<file path="src/common/dpa_defs.vh">
// Constants for the dual-port slave address selection block
`ifndef DPA_DEFS_VH
`define DPA_DEFS_VH

// Upper nibble of both primary interface addresses
`define DPA_PRI_ADDR_HI 4'h4
// Fixed 7-bit addresses of the secondary interface
`define DPA_SEC_ADDR_P1 7'h38
`define DPA_SEC_ADDR_P2 7'h3F
// Top bit of the three-bit strap code that tells the two ports apart
`define DPA_CODE_P1_TOP 1'b0
`define DPA_CODE_P2_TOP 1'b1
// Band edges of the divider ratio in per-mille of full scale
`define DPA_BAND1_PERMILLE 100
`define DPA_BAND2_PERMILLE 390
`define DPA_BAND3_PERMILLE 790
// Per-mille scale
`define DPA_PERMILLE_FULL 1000
// Default converter result width
`define DPA_ADC_WIDTH 10
// Number of events that may raise an interface interrupt
`define DPA_EVT_WIDTH 8

`endif

</file>
<file path="src/core/dpa_i2c_addr.v">
// Two I2C slave interfaces, each answering on two port addresses
`timescale 1ns/1ps
`include "dpa_defs.vh"

module dpa_i2c_addr #(
	parameter ADC_W = `DPA_ADC_WIDTH,
	parameter EVT_W = `DPA_EVT_WIDTH
) (
	input wire ref_clk,
	input wire nrst,
	input wire boot_done,
	input wire strap_adc_valid,
	input wire [ADC_W-1:0] strap_adc_code,
	input wire [27:0] addr_ovr_mask,
	input wire [27:0] addr_ovr_value,
	input wire [1:0] scl_in,
	output wire [1:0] scl_out,
	output wire [1:0] scl_oe,
	input wire [1:0] sda_in,
	output wire [1:0] sda_out,
	output wire [1:0] sda_oe,
	output wire [1:0] hi_port,
	output wire [15:0] hi_subaddr,
	output wire [1:0] hi_wr_stb,
	output wire [15:0] hi_wdata,
	output wire [1:0] hi_rd_stb,
	input wire [1:0] hi_rdy,
	input wire [15:0] hi_rd_data,
	input wire [EVT_W-1:0] evt_in,
	input wire [2*EVT_W-1:0] irq_mask,
	output wire [1:0] irq_out,
	output wire addr_ready
);

	// Byte engine states
	localparam [2:0] S_IDLE = 3'h0;
	localparam [2:0] S_ADDR = 3'h1;
	localparam [2:0] S_ACKA = 3'h2;
	localparam [2:0] S_WR = 3'h3;
	localparam [2:0] S_ACKW = 3'h4;
	localparam [2:0] S_RDWAIT = 3'h5;
	localparam [2:0] S_RD = 3'h6;
	localparam [2:0] S_RACK = 3'h7;
	wire [2:0] code_p1, code_p2;
	wire strap_done;
	reg ready_ff;

	dpa_strap_decode #(
		.ADC_W(ADC_W)
	) u_strap (
		.ref_clk(ref_clk),
		.nrst(nrst),
		.adc_valid(strap_adc_valid),
		.adc_code(strap_adc_code),
		.first_port_strap_code_ff(code_p1),
		.second_port_strap_code_ff(code_p2),
		.strap_done_ff(strap_done)
	);

	// Interfaces open only once both the strap and the boot flow are done
	always @(posedge ref_clk or negedge nrst) begin
		if (!nrst) begin
			ready_ff <= 1'b0;
		end else begin
			ready_ff <= boot_done & strap_done;
		end
	end

	assign addr_ready = ready_ff;
	// Open-drain pins only ever pull low
	assign scl_out = 2'b00;
	assign sda_out = 2'b00;

	genvar gi;
	generate
		for (gi = 0; gi < 2; gi = gi + 1) begin : g_if
			reg [2:0] st_ff, nxt_st;
			reg [3:0] bit_ff, nxt_bit;
			reg [7:0] sh_ff, nxt_sh, sub_ff, nxt_sub;
			reg [7:0] wdata_ff, nxt_wdata;
			reg port_ff, rw_ff, first_ff, wr_stb_ff, rd_stb_ff;
			reg sda_oe_ff, scl_oe_ff, scl_d_ff, sda_d_ff, irq_ff;
			reg nxt_port, nxt_rw, nxt_first, nxt_wr_stb, nxt_rd_stb;
			reg nxt_sda_oe, nxt_scl_oe;
			wire [6:0] dflt_p1, dflt_p2, msk_p1, msk_p2;
			wire [6:0] eff_p1, eff_p2;
			wire scl_rise, scl_fall, start_c, stop_c;
			wire [7:0] rd_byte;
			// Strapped addresses on the primary, fixed ones on the secondary
			if (gi == 0) begin : g_pri
				assign dflt_p1 = {`DPA_PRI_ADDR_HI, code_p1};
				assign dflt_p2 = {`DPA_PRI_ADDR_HI, code_p2};
			end else begin : g_sec
				assign dflt_p1 = `DPA_SEC_ADDR_P1;
				assign dflt_p2 = `DPA_SEC_ADDR_P2;
			end
			// Masked bits take the firmware value instead of the default
			assign msk_p1 = addr_ovr_mask[gi*14 +: 7];
			assign msk_p2 = addr_ovr_mask[gi*14+7 +: 7];
			assign eff_p1 = (dflt_p1 & ~msk_p1) |
				(addr_ovr_value[gi*14 +: 7] & msk_p1);
			assign eff_p2 = (dflt_p2 & ~msk_p2) |
				(addr_ovr_value[gi*14+7 +: 7] & msk_p2);
			// Bus events; edges are seen per system clock, fine at 400 kHz
			assign scl_rise = scl_in[gi] & ~scl_d_ff;
			assign scl_fall = ~scl_in[gi] & scl_d_ff;
			assign start_c = scl_in[gi] & scl_d_ff & sda_d_ff & ~sda_in[gi];
			assign stop_c = scl_in[gi] & scl_d_ff & ~sda_d_ff & sda_in[gi];
			assign rd_byte = hi_rd_data[gi*8 +: 8];
			// Byte engine next state
			always @* begin
				nxt_st = st_ff;
				nxt_bit = bit_ff;
				nxt_sh = sh_ff;
				nxt_port = port_ff;
				nxt_rw = rw_ff;
				nxt_first = first_ff;
				nxt_sub = sub_ff;
				nxt_wdata = wdata_ff;
				nxt_wr_stb = 1'b0;
				nxt_rd_stb = 1'b0;
				nxt_sda_oe = sda_oe_ff;
				nxt_scl_oe = scl_oe_ff;
				if (!ready_ff) begin
					nxt_st = S_IDLE;
					nxt_sda_oe = 1'b0;
					nxt_scl_oe = 1'b0;
				end else if (start_c) begin
					// Repeated start keeps the sub-address for SMBus reads
					nxt_st = S_ADDR;
					nxt_bit = 4'h0;
					nxt_sda_oe = 1'b0;
					nxt_scl_oe = 1'b0;
				end else if (stop_c) begin
					nxt_st = S_IDLE;
					nxt_sda_oe = 1'b0;
					nxt_scl_oe = 1'b0;
				end else begin
					case (st_ff)
					S_ADDR: begin
						if (scl_rise) begin
							nxt_sh = {sh_ff[6:0], sda_in[gi]};
							nxt_bit = bit_ff + 4'h1;
						end else if (scl_fall && bit_ff == 4'h8) begin
							nxt_rw = sh_ff[0];
							nxt_port = (sh_ff[7:1] == eff_p2);
							if (sh_ff[7:1] == eff_p1 ||
								sh_ff[7:1] == eff_p2) begin
								nxt_sda_oe = 1'b1;
								nxt_st = S_ACKA;
							end else begin
								nxt_st = S_IDLE;
							end
						end
					end
					S_ACKA: begin
						if (scl_fall) begin
							nxt_bit = 4'h0;
							nxt_sda_oe = 1'b0;
							if (rw_ff) begin
								nxt_rd_stb = 1'b1;
								nxt_scl_oe = 1'b1;
								nxt_st = S_RDWAIT;
							end else begin
								nxt_first = 1'b1;
								nxt_st = S_WR;
							end
						end
					end
					S_WR: begin
						if (scl_rise) begin
							nxt_sh = {sh_ff[6:0], sda_in[gi]};
							nxt_bit = bit_ff + 4'h1;
						end else if (scl_fall && bit_ff == 4'h8) begin
							nxt_sda_oe = 1'b1;
							nxt_first = 1'b0;
							nxt_st = S_ACKW;
							if (first_ff) begin
								nxt_sub = sh_ff;
							end else begin
								nxt_wdata = sh_ff;
								nxt_wr_stb = 1'b1;
								nxt_scl_oe = 1'b1;
							end
						end
					end
					S_ACKW: begin
						// Hold the clock until the command side takes the byte
						if (scl_oe_ff && hi_rdy[gi]) begin
							nxt_scl_oe = 1'b0;
						end else if (!scl_oe_ff && scl_fall) begin
							nxt_sda_oe = 1'b0;
							nxt_bit = 4'h0;
							nxt_st = S_WR;
						end
					end
					S_RDWAIT: begin
						if (hi_rdy[gi]) begin
							nxt_sh = rd_byte;
							nxt_sda_oe = ~rd_byte[7];
							nxt_scl_oe = 1'b0;
							nxt_bit = 4'h0;
							nxt_st = S_RD;
						end
					end
					S_RD: begin
						if (scl_fall) begin
							nxt_bit = bit_ff + 4'h1;
							if (bit_ff == 4'h7) begin
								nxt_sda_oe = 1'b0;
								nxt_st = S_RACK;
							end else begin
								nxt_sh = {sh_ff[6:0], 1'b0};
								nxt_sda_oe = ~sh_ff[6];
							end
						end
					end
					S_RACK: begin
						// A not-acknowledge ends the read; wait for stop
						if (scl_rise && sda_in[gi]) begin
							nxt_st = S_IDLE;
						end else if (scl_fall) begin
							nxt_rd_stb = 1'b1;
							nxt_scl_oe = 1'b1;
							nxt_st = S_RDWAIT;
						end
					end
					default: begin
						nxt_st = S_IDLE;
						nxt_sda_oe = 1'b0;
						nxt_scl_oe = 1'b0;
					end
					endcase
				end
			end

			// Byte engine registers
			always @(posedge ref_clk or negedge nrst) begin
				if (!nrst) begin
					st_ff <= S_IDLE;
					bit_ff <= 4'h0;
					sh_ff <= 8'h00;
					port_ff <= 1'b0;
					rw_ff <= 1'b0;
					first_ff <= 1'b0;
					sub_ff <= 8'h00;
					wdata_ff <= 8'h00;
					wr_stb_ff <= 1'b0;
					rd_stb_ff <= 1'b0;
					sda_oe_ff <= 1'b0;
					scl_oe_ff <= 1'b0;
					scl_d_ff <= 1'b1;
					sda_d_ff <= 1'b1;
					irq_ff <= 1'b0;
				end else begin
					st_ff <= nxt_st;
					bit_ff <= nxt_bit;
					sh_ff <= nxt_sh;
					port_ff <= nxt_port;
					rw_ff <= nxt_rw;
					first_ff <= nxt_first;
					sub_ff <= nxt_sub;
					wdata_ff <= nxt_wdata;
					wr_stb_ff <= nxt_wr_stb;
					rd_stb_ff <= nxt_rd_stb;
					sda_oe_ff <= nxt_sda_oe;
					scl_oe_ff <= nxt_scl_oe;
					scl_d_ff <= scl_in[gi];
					sda_d_ff <= sda_in[gi];
					irq_ff <= |(evt_in & irq_mask[gi*EVT_W +: EVT_W]);
				end
			end

			// Per-interface outputs
			assign sda_oe[gi] = sda_oe_ff;
			assign scl_oe[gi] = scl_oe_ff;
			assign hi_port[gi] = port_ff;
			assign hi_subaddr[gi*8 +: 8] = sub_ff;
			assign hi_wdata[gi*8 +: 8] = wdata_ff;
			assign hi_wr_stb[gi] = wr_stb_ff;
			assign hi_rd_stb[gi] = rd_stb_ff;
			assign irq_out[gi] = irq_ff;
		end
	endgenerate

endmodule // dpa_i2c_addr

</file>
<file path="src/core/dpa_strap_decode.v">
// Strap band quantiser giving the per-port address codes
`timescale 1ns/1ps
`include "dpa_defs.vh"

module dpa_strap_decode #(
	parameter ADC_W = `DPA_ADC_WIDTH
) (
	input wire ref_clk,
	input wire nrst,
	input wire adc_valid,
	input wire [ADC_W-1:0] adc_code,
	output reg [2:0] first_port_strap_code_ff,
	output reg [2:0] second_port_strap_code_ff,
	output reg strap_done_ff
);

	// Full-scale code and the three band edges scaled to it
	localparam [31:0] FULL = (32'h1 << ADC_W) - 32'h1;
	localparam [31:0] THR1 = `DPA_BAND1_PERMILLE * FULL / `DPA_PERMILLE_FULL;
	localparam [31:0] THR2 = `DPA_BAND2_PERMILLE * FULL / `DPA_PERMILLE_FULL;
	localparam [31:0] THR3 = `DPA_BAND3_PERMILLE * FULL / `DPA_PERMILLE_FULL;

	wire [31:0] code_ext;
	reg [1:0] band;
	reg [2:0] nxt_first_port_strap_code;
	reg [2:0] nxt_second_port_strap_code;
	reg nxt_strap_done;

	assign code_ext = {{(32-ADC_W){1'b0}}, adc_code};

	// Edges sit in the gaps between bands, so a 1% divider lands safely
	always @* begin
		if (code_ext < THR1) begin
			band = 2'h0;
		end else if (code_ext < THR2) begin
			band = 2'h1;
		end else if (code_ext < THR3) begin
			band = 2'h2;
		end else begin
			band = 2'h3;
		end
	end

	// Only the first result after reset is kept; later samples are ignored
	always @* begin
		nxt_first_port_strap_code = first_port_strap_code_ff;
		nxt_second_port_strap_code = second_port_strap_code_ff;
		nxt_strap_done = strap_done_ff;
		if (adc_valid && !strap_done_ff) begin
			nxt_first_port_strap_code = {`DPA_CODE_P1_TOP, band};
			nxt_second_port_strap_code = {`DPA_CODE_P2_TOP, band};
			nxt_strap_done = 1'b1;
		end
	end

	// Strap state
	always @(posedge ref_clk or negedge nrst) begin
		if (!nrst) begin
			first_port_strap_code_ff <= {`DPA_CODE_P1_TOP, 2'h0};
			second_port_strap_code_ff <= {`DPA_CODE_P2_TOP, 2'h0};
			strap_done_ff <= 1'b0;
		end else begin
			first_port_strap_code_ff <= nxt_first_port_strap_code;
			second_port_strap_code_ff <= nxt_second_port_strap_code;
			strap_done_ff <= nxt_strap_done;
		end
	end

endmodule // dpa_strap_decode

</file>
<file path="config.mk">
export PLATFORM = sky130hd
export DESIGN_NAME = dpa_i2c_addr
export DESIGN_NICKNAME = d
export VERILOG_FILES = /design/src/core/dpa_i2c_addr.v /design/src/core/dpa_strap_decode.v
export VERILOG_INCLUDE_DIRS = /design/src /design/src/common
export SDC_FILE = /design/constraint.sdc
export NUM_CORES = 1
export LEC_CHECK = 0
export CAP_MARGIN = 20
export CORE_MARGIN = 2
export CORE_UTILIZATION = 66
export CTS_BUF_LIST = sky130_fd_sc_hd__clkbuf_4 sky130_fd_sc_hd__clkbuf_8
export DETAILED_ROUTE_END_ITERATION = 7
export DONT_BUFFER_PORTS = 1
export MAX_ROUTING_LAYER = met4
export PLACE_DENSITY = 0.85
export SLEW_MARGIN = 25
export SYNTH_ARGS = -nofsm -noshare
export SYNTH_HDL_FRONTEND = slang
export SYNTH_HIERARCHICAL = 1
export SYNTH_SLANG_ARGS = --single-unit
</file>
<file path="constraint.sdc">
create_clock -name ref_clk -period 2.41 [get_ports ref_clk]
set_input_delay 0.723 -clock ref_clk [delete_from_list [all_inputs] [get_ports ref_clk]]
set_output_delay 0.723 -clock ref_clk [all_outputs]
set_load 0.1 [all_outputs]
</file>
==> qor.csv <==
metric;value;unit
outcome;complete, no violations;
cts.sinks;86;
num_vias;4059;
ctsHoldBuffers;0;
endpoint_kind;register;
rsz0062_at_grt;no;
grt_max_degree;87;
hold_class;in2async;
cts_tree;built;
met1_usage;35.9;%
use_met2;48.8;%
first_iter_violations;168;
cellPowerDensity;579;nW/um^2
drive_above_1_share;16.8;%
cellLeakagePower;2.46;nW
drcViolationCount;0;
tightestPinTransition;0.934;ns
crit_path_end;g_if[1].sh_ff[3]$_DFFE_PN0P_;
setup.worst_path.class;reg2reg;
fmax;456;MHz
num_rows;32;
clockRootBuffer;clkbuf_8;
period_minus_slack;2.19;ns
synth_edf_count;0;
slew_headroom;37.8;%
ys_dominant_reg_cell;dfrtp_1;
tns;0;ns
finalHoldViolations;0;
final_cell_area;5500;um^2
grt_usage;29.5;%
cp.arrival;2.47;ns
crit_fanout;16;
async_flop_share;100;%
grt_use_met3;6.29;%
die_area;8710;um^2
post_cts_buffers;0;
dp_slack;0.219;ns
first_global_vias;4157;
dieHeight;93.3;um
fin_crit_sh;91.1;%
fin_skew;0.0161;ns
ys_seq_area_share;40.9;%
setup_viol;0;
finalPower;0.00318;W
syn_inst;546;
r2r_cells;6;
r2r-end;g_if[1].sh_ff[3]$_DFFE_PN0P_;
setup.worst_path.start;g_if[1].st_ff[2]$_DFFE_PN0P_;
fin_ws;0.215;ns
top_usage_layer;met2;
clk_latency;0.36;ns
synth-seq-cells;86;
cts.path.max_buffers;2;
yosys_warnings;6;
numCtsBuffers;9;
worstReg2RegStart;g_if[1].st_ff[2]$_DFFE_PN0P_;
synth_area;5270;um^2
place_congestion;0.906;
dieWidth;93.3;um
slew_viol_final;0;
core;7730;um^2
dr.pass1.iters;4;
io_buffers;0;
h-tree-depth;3;
antenna_found_initial;0;
grt_first_pass_wirelength;19700;um
grt_overflow;0;
r2r_setup_slack;0.22;ns
initial_core_util;68.2;%
io_pins;165;
vdd_drop_max;483;uV
wl;12200;um
syn_to_final_growth;4.32;%
clk_pin_slew;0.10;ns
post_dp_cell_area;5290;um^2
hpwl;9110;um
start_kind;register;
max_cap_viol_count;0;
avgSynthCellArea;9.65;um^2
cts_resized;0;
holdWs;0.0469;ns
final_nets;658;
crit_required;2.68;ns
vias_per_cell;6.29;
ys_types;76;
postRouteAntennaNets;0;
wl_per_cell;18.9;um
antenna_cells;0;
-- state kept, by name, indices dropped and copies added (netlist names) --
| name | cells |
|---|---|
| addr_ready | 1 |
| g_if.first_ff | 2 |
| g_if.scl_d_ff | 2 |
| g_if.wr_stb_ff | 2 |
| g_if.sh_ff | 16 |
| g_if.sub_ff | 16 |
| g_if.rw_ff | 2 |
| g_if.wdata_ff | 16 |
| g_if.port_ff | 2 |
| u_strap/first_port_strap_code_ff | 2 |
| u_strap/strap_done_ff | 1 |
| g_if.sda_oe_ff | 2 |
| g_if.sda_d_ff | 2 |
| g_if.irq_ff | 2 |
| g_if.rd_stb_ff | 2 |
| g_if.bit_ff | 8 |
| g_if.scl_oe_ff | 2 |
| g_if.st_ff | 6 |
-- kinds of logic (layout without fill, tap and decap cells) --
family,count (synthesis),in the layout,share of synthesized area [%]
simple gates,185,185,18.3
compound gates,118,118,15.9
flops,86,86,40.9
mux,60,60,12.3
buf+inv,59,53,6.29
xor+xnor,31,31,5.15
fa+ha+maj,4,4,0.950
other cells,3,6,0.214
-- synthesized netlist by cell type (4+ instances only) --
| cell | n | share of area, % |
|---|---|---|
| buf_4 | 24 | 3.4 |
| xor2_1 | 10 | 1.7 |
| a21o_1 | 4 | 0.57 |
| mux2i_1 | 24 | 4.6 |
| dfrtp_1 | 82 | 39 |
| nand3_1 | 18 | 1.7 |
| a21oi_1 | 29 | 2.8 |
| nor4_1 | 7 | 0.83 |
| nand4_1 | 7 | 0.83 |
| nor2b_1 | 14 | 1.7 |
| xnor2_1 | 21 | 3.5 |
| buf_2 | 8 | 0.76 |
| dfstp_2 | 4 | 2.0 |
| nor2_1 | 42 | 3.0 |
| mux2_2 | 26 | 5.6 |
| inv_1 | 15 | 1.1 |
| clkbuf_1 | 5 | 0.36 |
| a31oi_1 | 4 | 0.47 |
| o21ai_0 | 30 | 2.8 |
| nand2b_1 | 13 | 1.5 |
| nor3_1 | 7 | 0.66 |
| ha_1 | 4 | 0.95 |
| and2_1 | 4 | 0.47 |
| or2_2 | 4 | 0.47 |
| mux2_1 | 10 | 2.1 |
| nand2_1 | 48 | 3.4 |
| a22oi_1 | 8 | 1.1 |
-- layer usage --
layer | up-vias | share of wire [%]
li1 | 1902 | -
met1 | 1950 | 40
met3 | 30 | 6.8
met2 | 177 | 50
met5 | - | 0
met4 | 0 | 2.5
-- power by group --
part           internal (W)  switching (W)
Sequential          0.00153       0.000166
Combinational      0.000205       0.000226
Clock              0.000494       0.000564
-- worst max-delay path, stage by stage (launching register included) --
cell	delay, ns
dfrtp_1	0.58
and2b_1	0.20
o211ai_1	0.11
o21ai_1	0.13
nor3b_2	0.75
nor2_1	0.14
a21oi_1	0.19
-- area by class of cell --
type | instances | area [um^2]
clock buffer | 9 | 124
multi-input combinational | 404 | 2790
tap | 102 | 128
timing repair buffer | 20 | 150
inverter | 17 | 63.8
clock inverter | 7 | 82.6
sequential | 86 | 2160
fill | 568 | 2230
-- worst min path at each step --
| stage | to | slack (ns) | start | depth (start not counted) |
|---|---|---|---|---|
| 5_1_grt | g_if[1].st_ff[1]$_DFFE_PN0P_ | 0.02 | nrst | 0 |
| 4_1_cts | g_if[1].st_ff[1]$_DFFE_PN0P_ | 0.04 | nrst | 0 |
| 3_3_place_gp | g_if[1].st_ff[1]$_DFFE_PN0P_ | 0.43 | nrst | 0 |
| 6_report | g_if[1].rd_stb_ff$_DFF_PN0_ | 0.05 | nrst | 0 |
| 2_1_floorplan | addr_ready$_DFF_PN0_ | 0.43 | nrst | 0 |
| 3_5_place_dp | g_if[1].st_ff[1]$_DFFE_PN0P_ | 0.43 | nrst | 0 |
-- stage by stage --
step                      utilization, %  std cells
after floorplan                        -        549
after global placement              68.5        629
after detailed placement            68.5        629
after CTS                           71.1        645
after global routing                71.1        645
final                               71.1        645
-- cells in the final DEF, fill, tap and decap left out, drive strengths merged, types with 3 or more instances in the layout --
cell,count
buf,20
o211ai,4
xor2,10
clkbuf,9
nor2b,14
clkinv,5
nor2,43
a21boi,3
a31oi,5
o21a,3
a22oi,8
and2b,3
o21ai,35
nand4,7
or2,4
nand3,19
nor3b,3
nor3,9
and2,4
mux2,36
nor4,8
o221ai,4
ha,4
nand2,49
a21o,4
inv,18
dfstp,4
dfrtp,82
nand2b,14
xnor2,21
mux2i,24
conb,6
a21oi,29
Power figures use the tool's default switching activity.
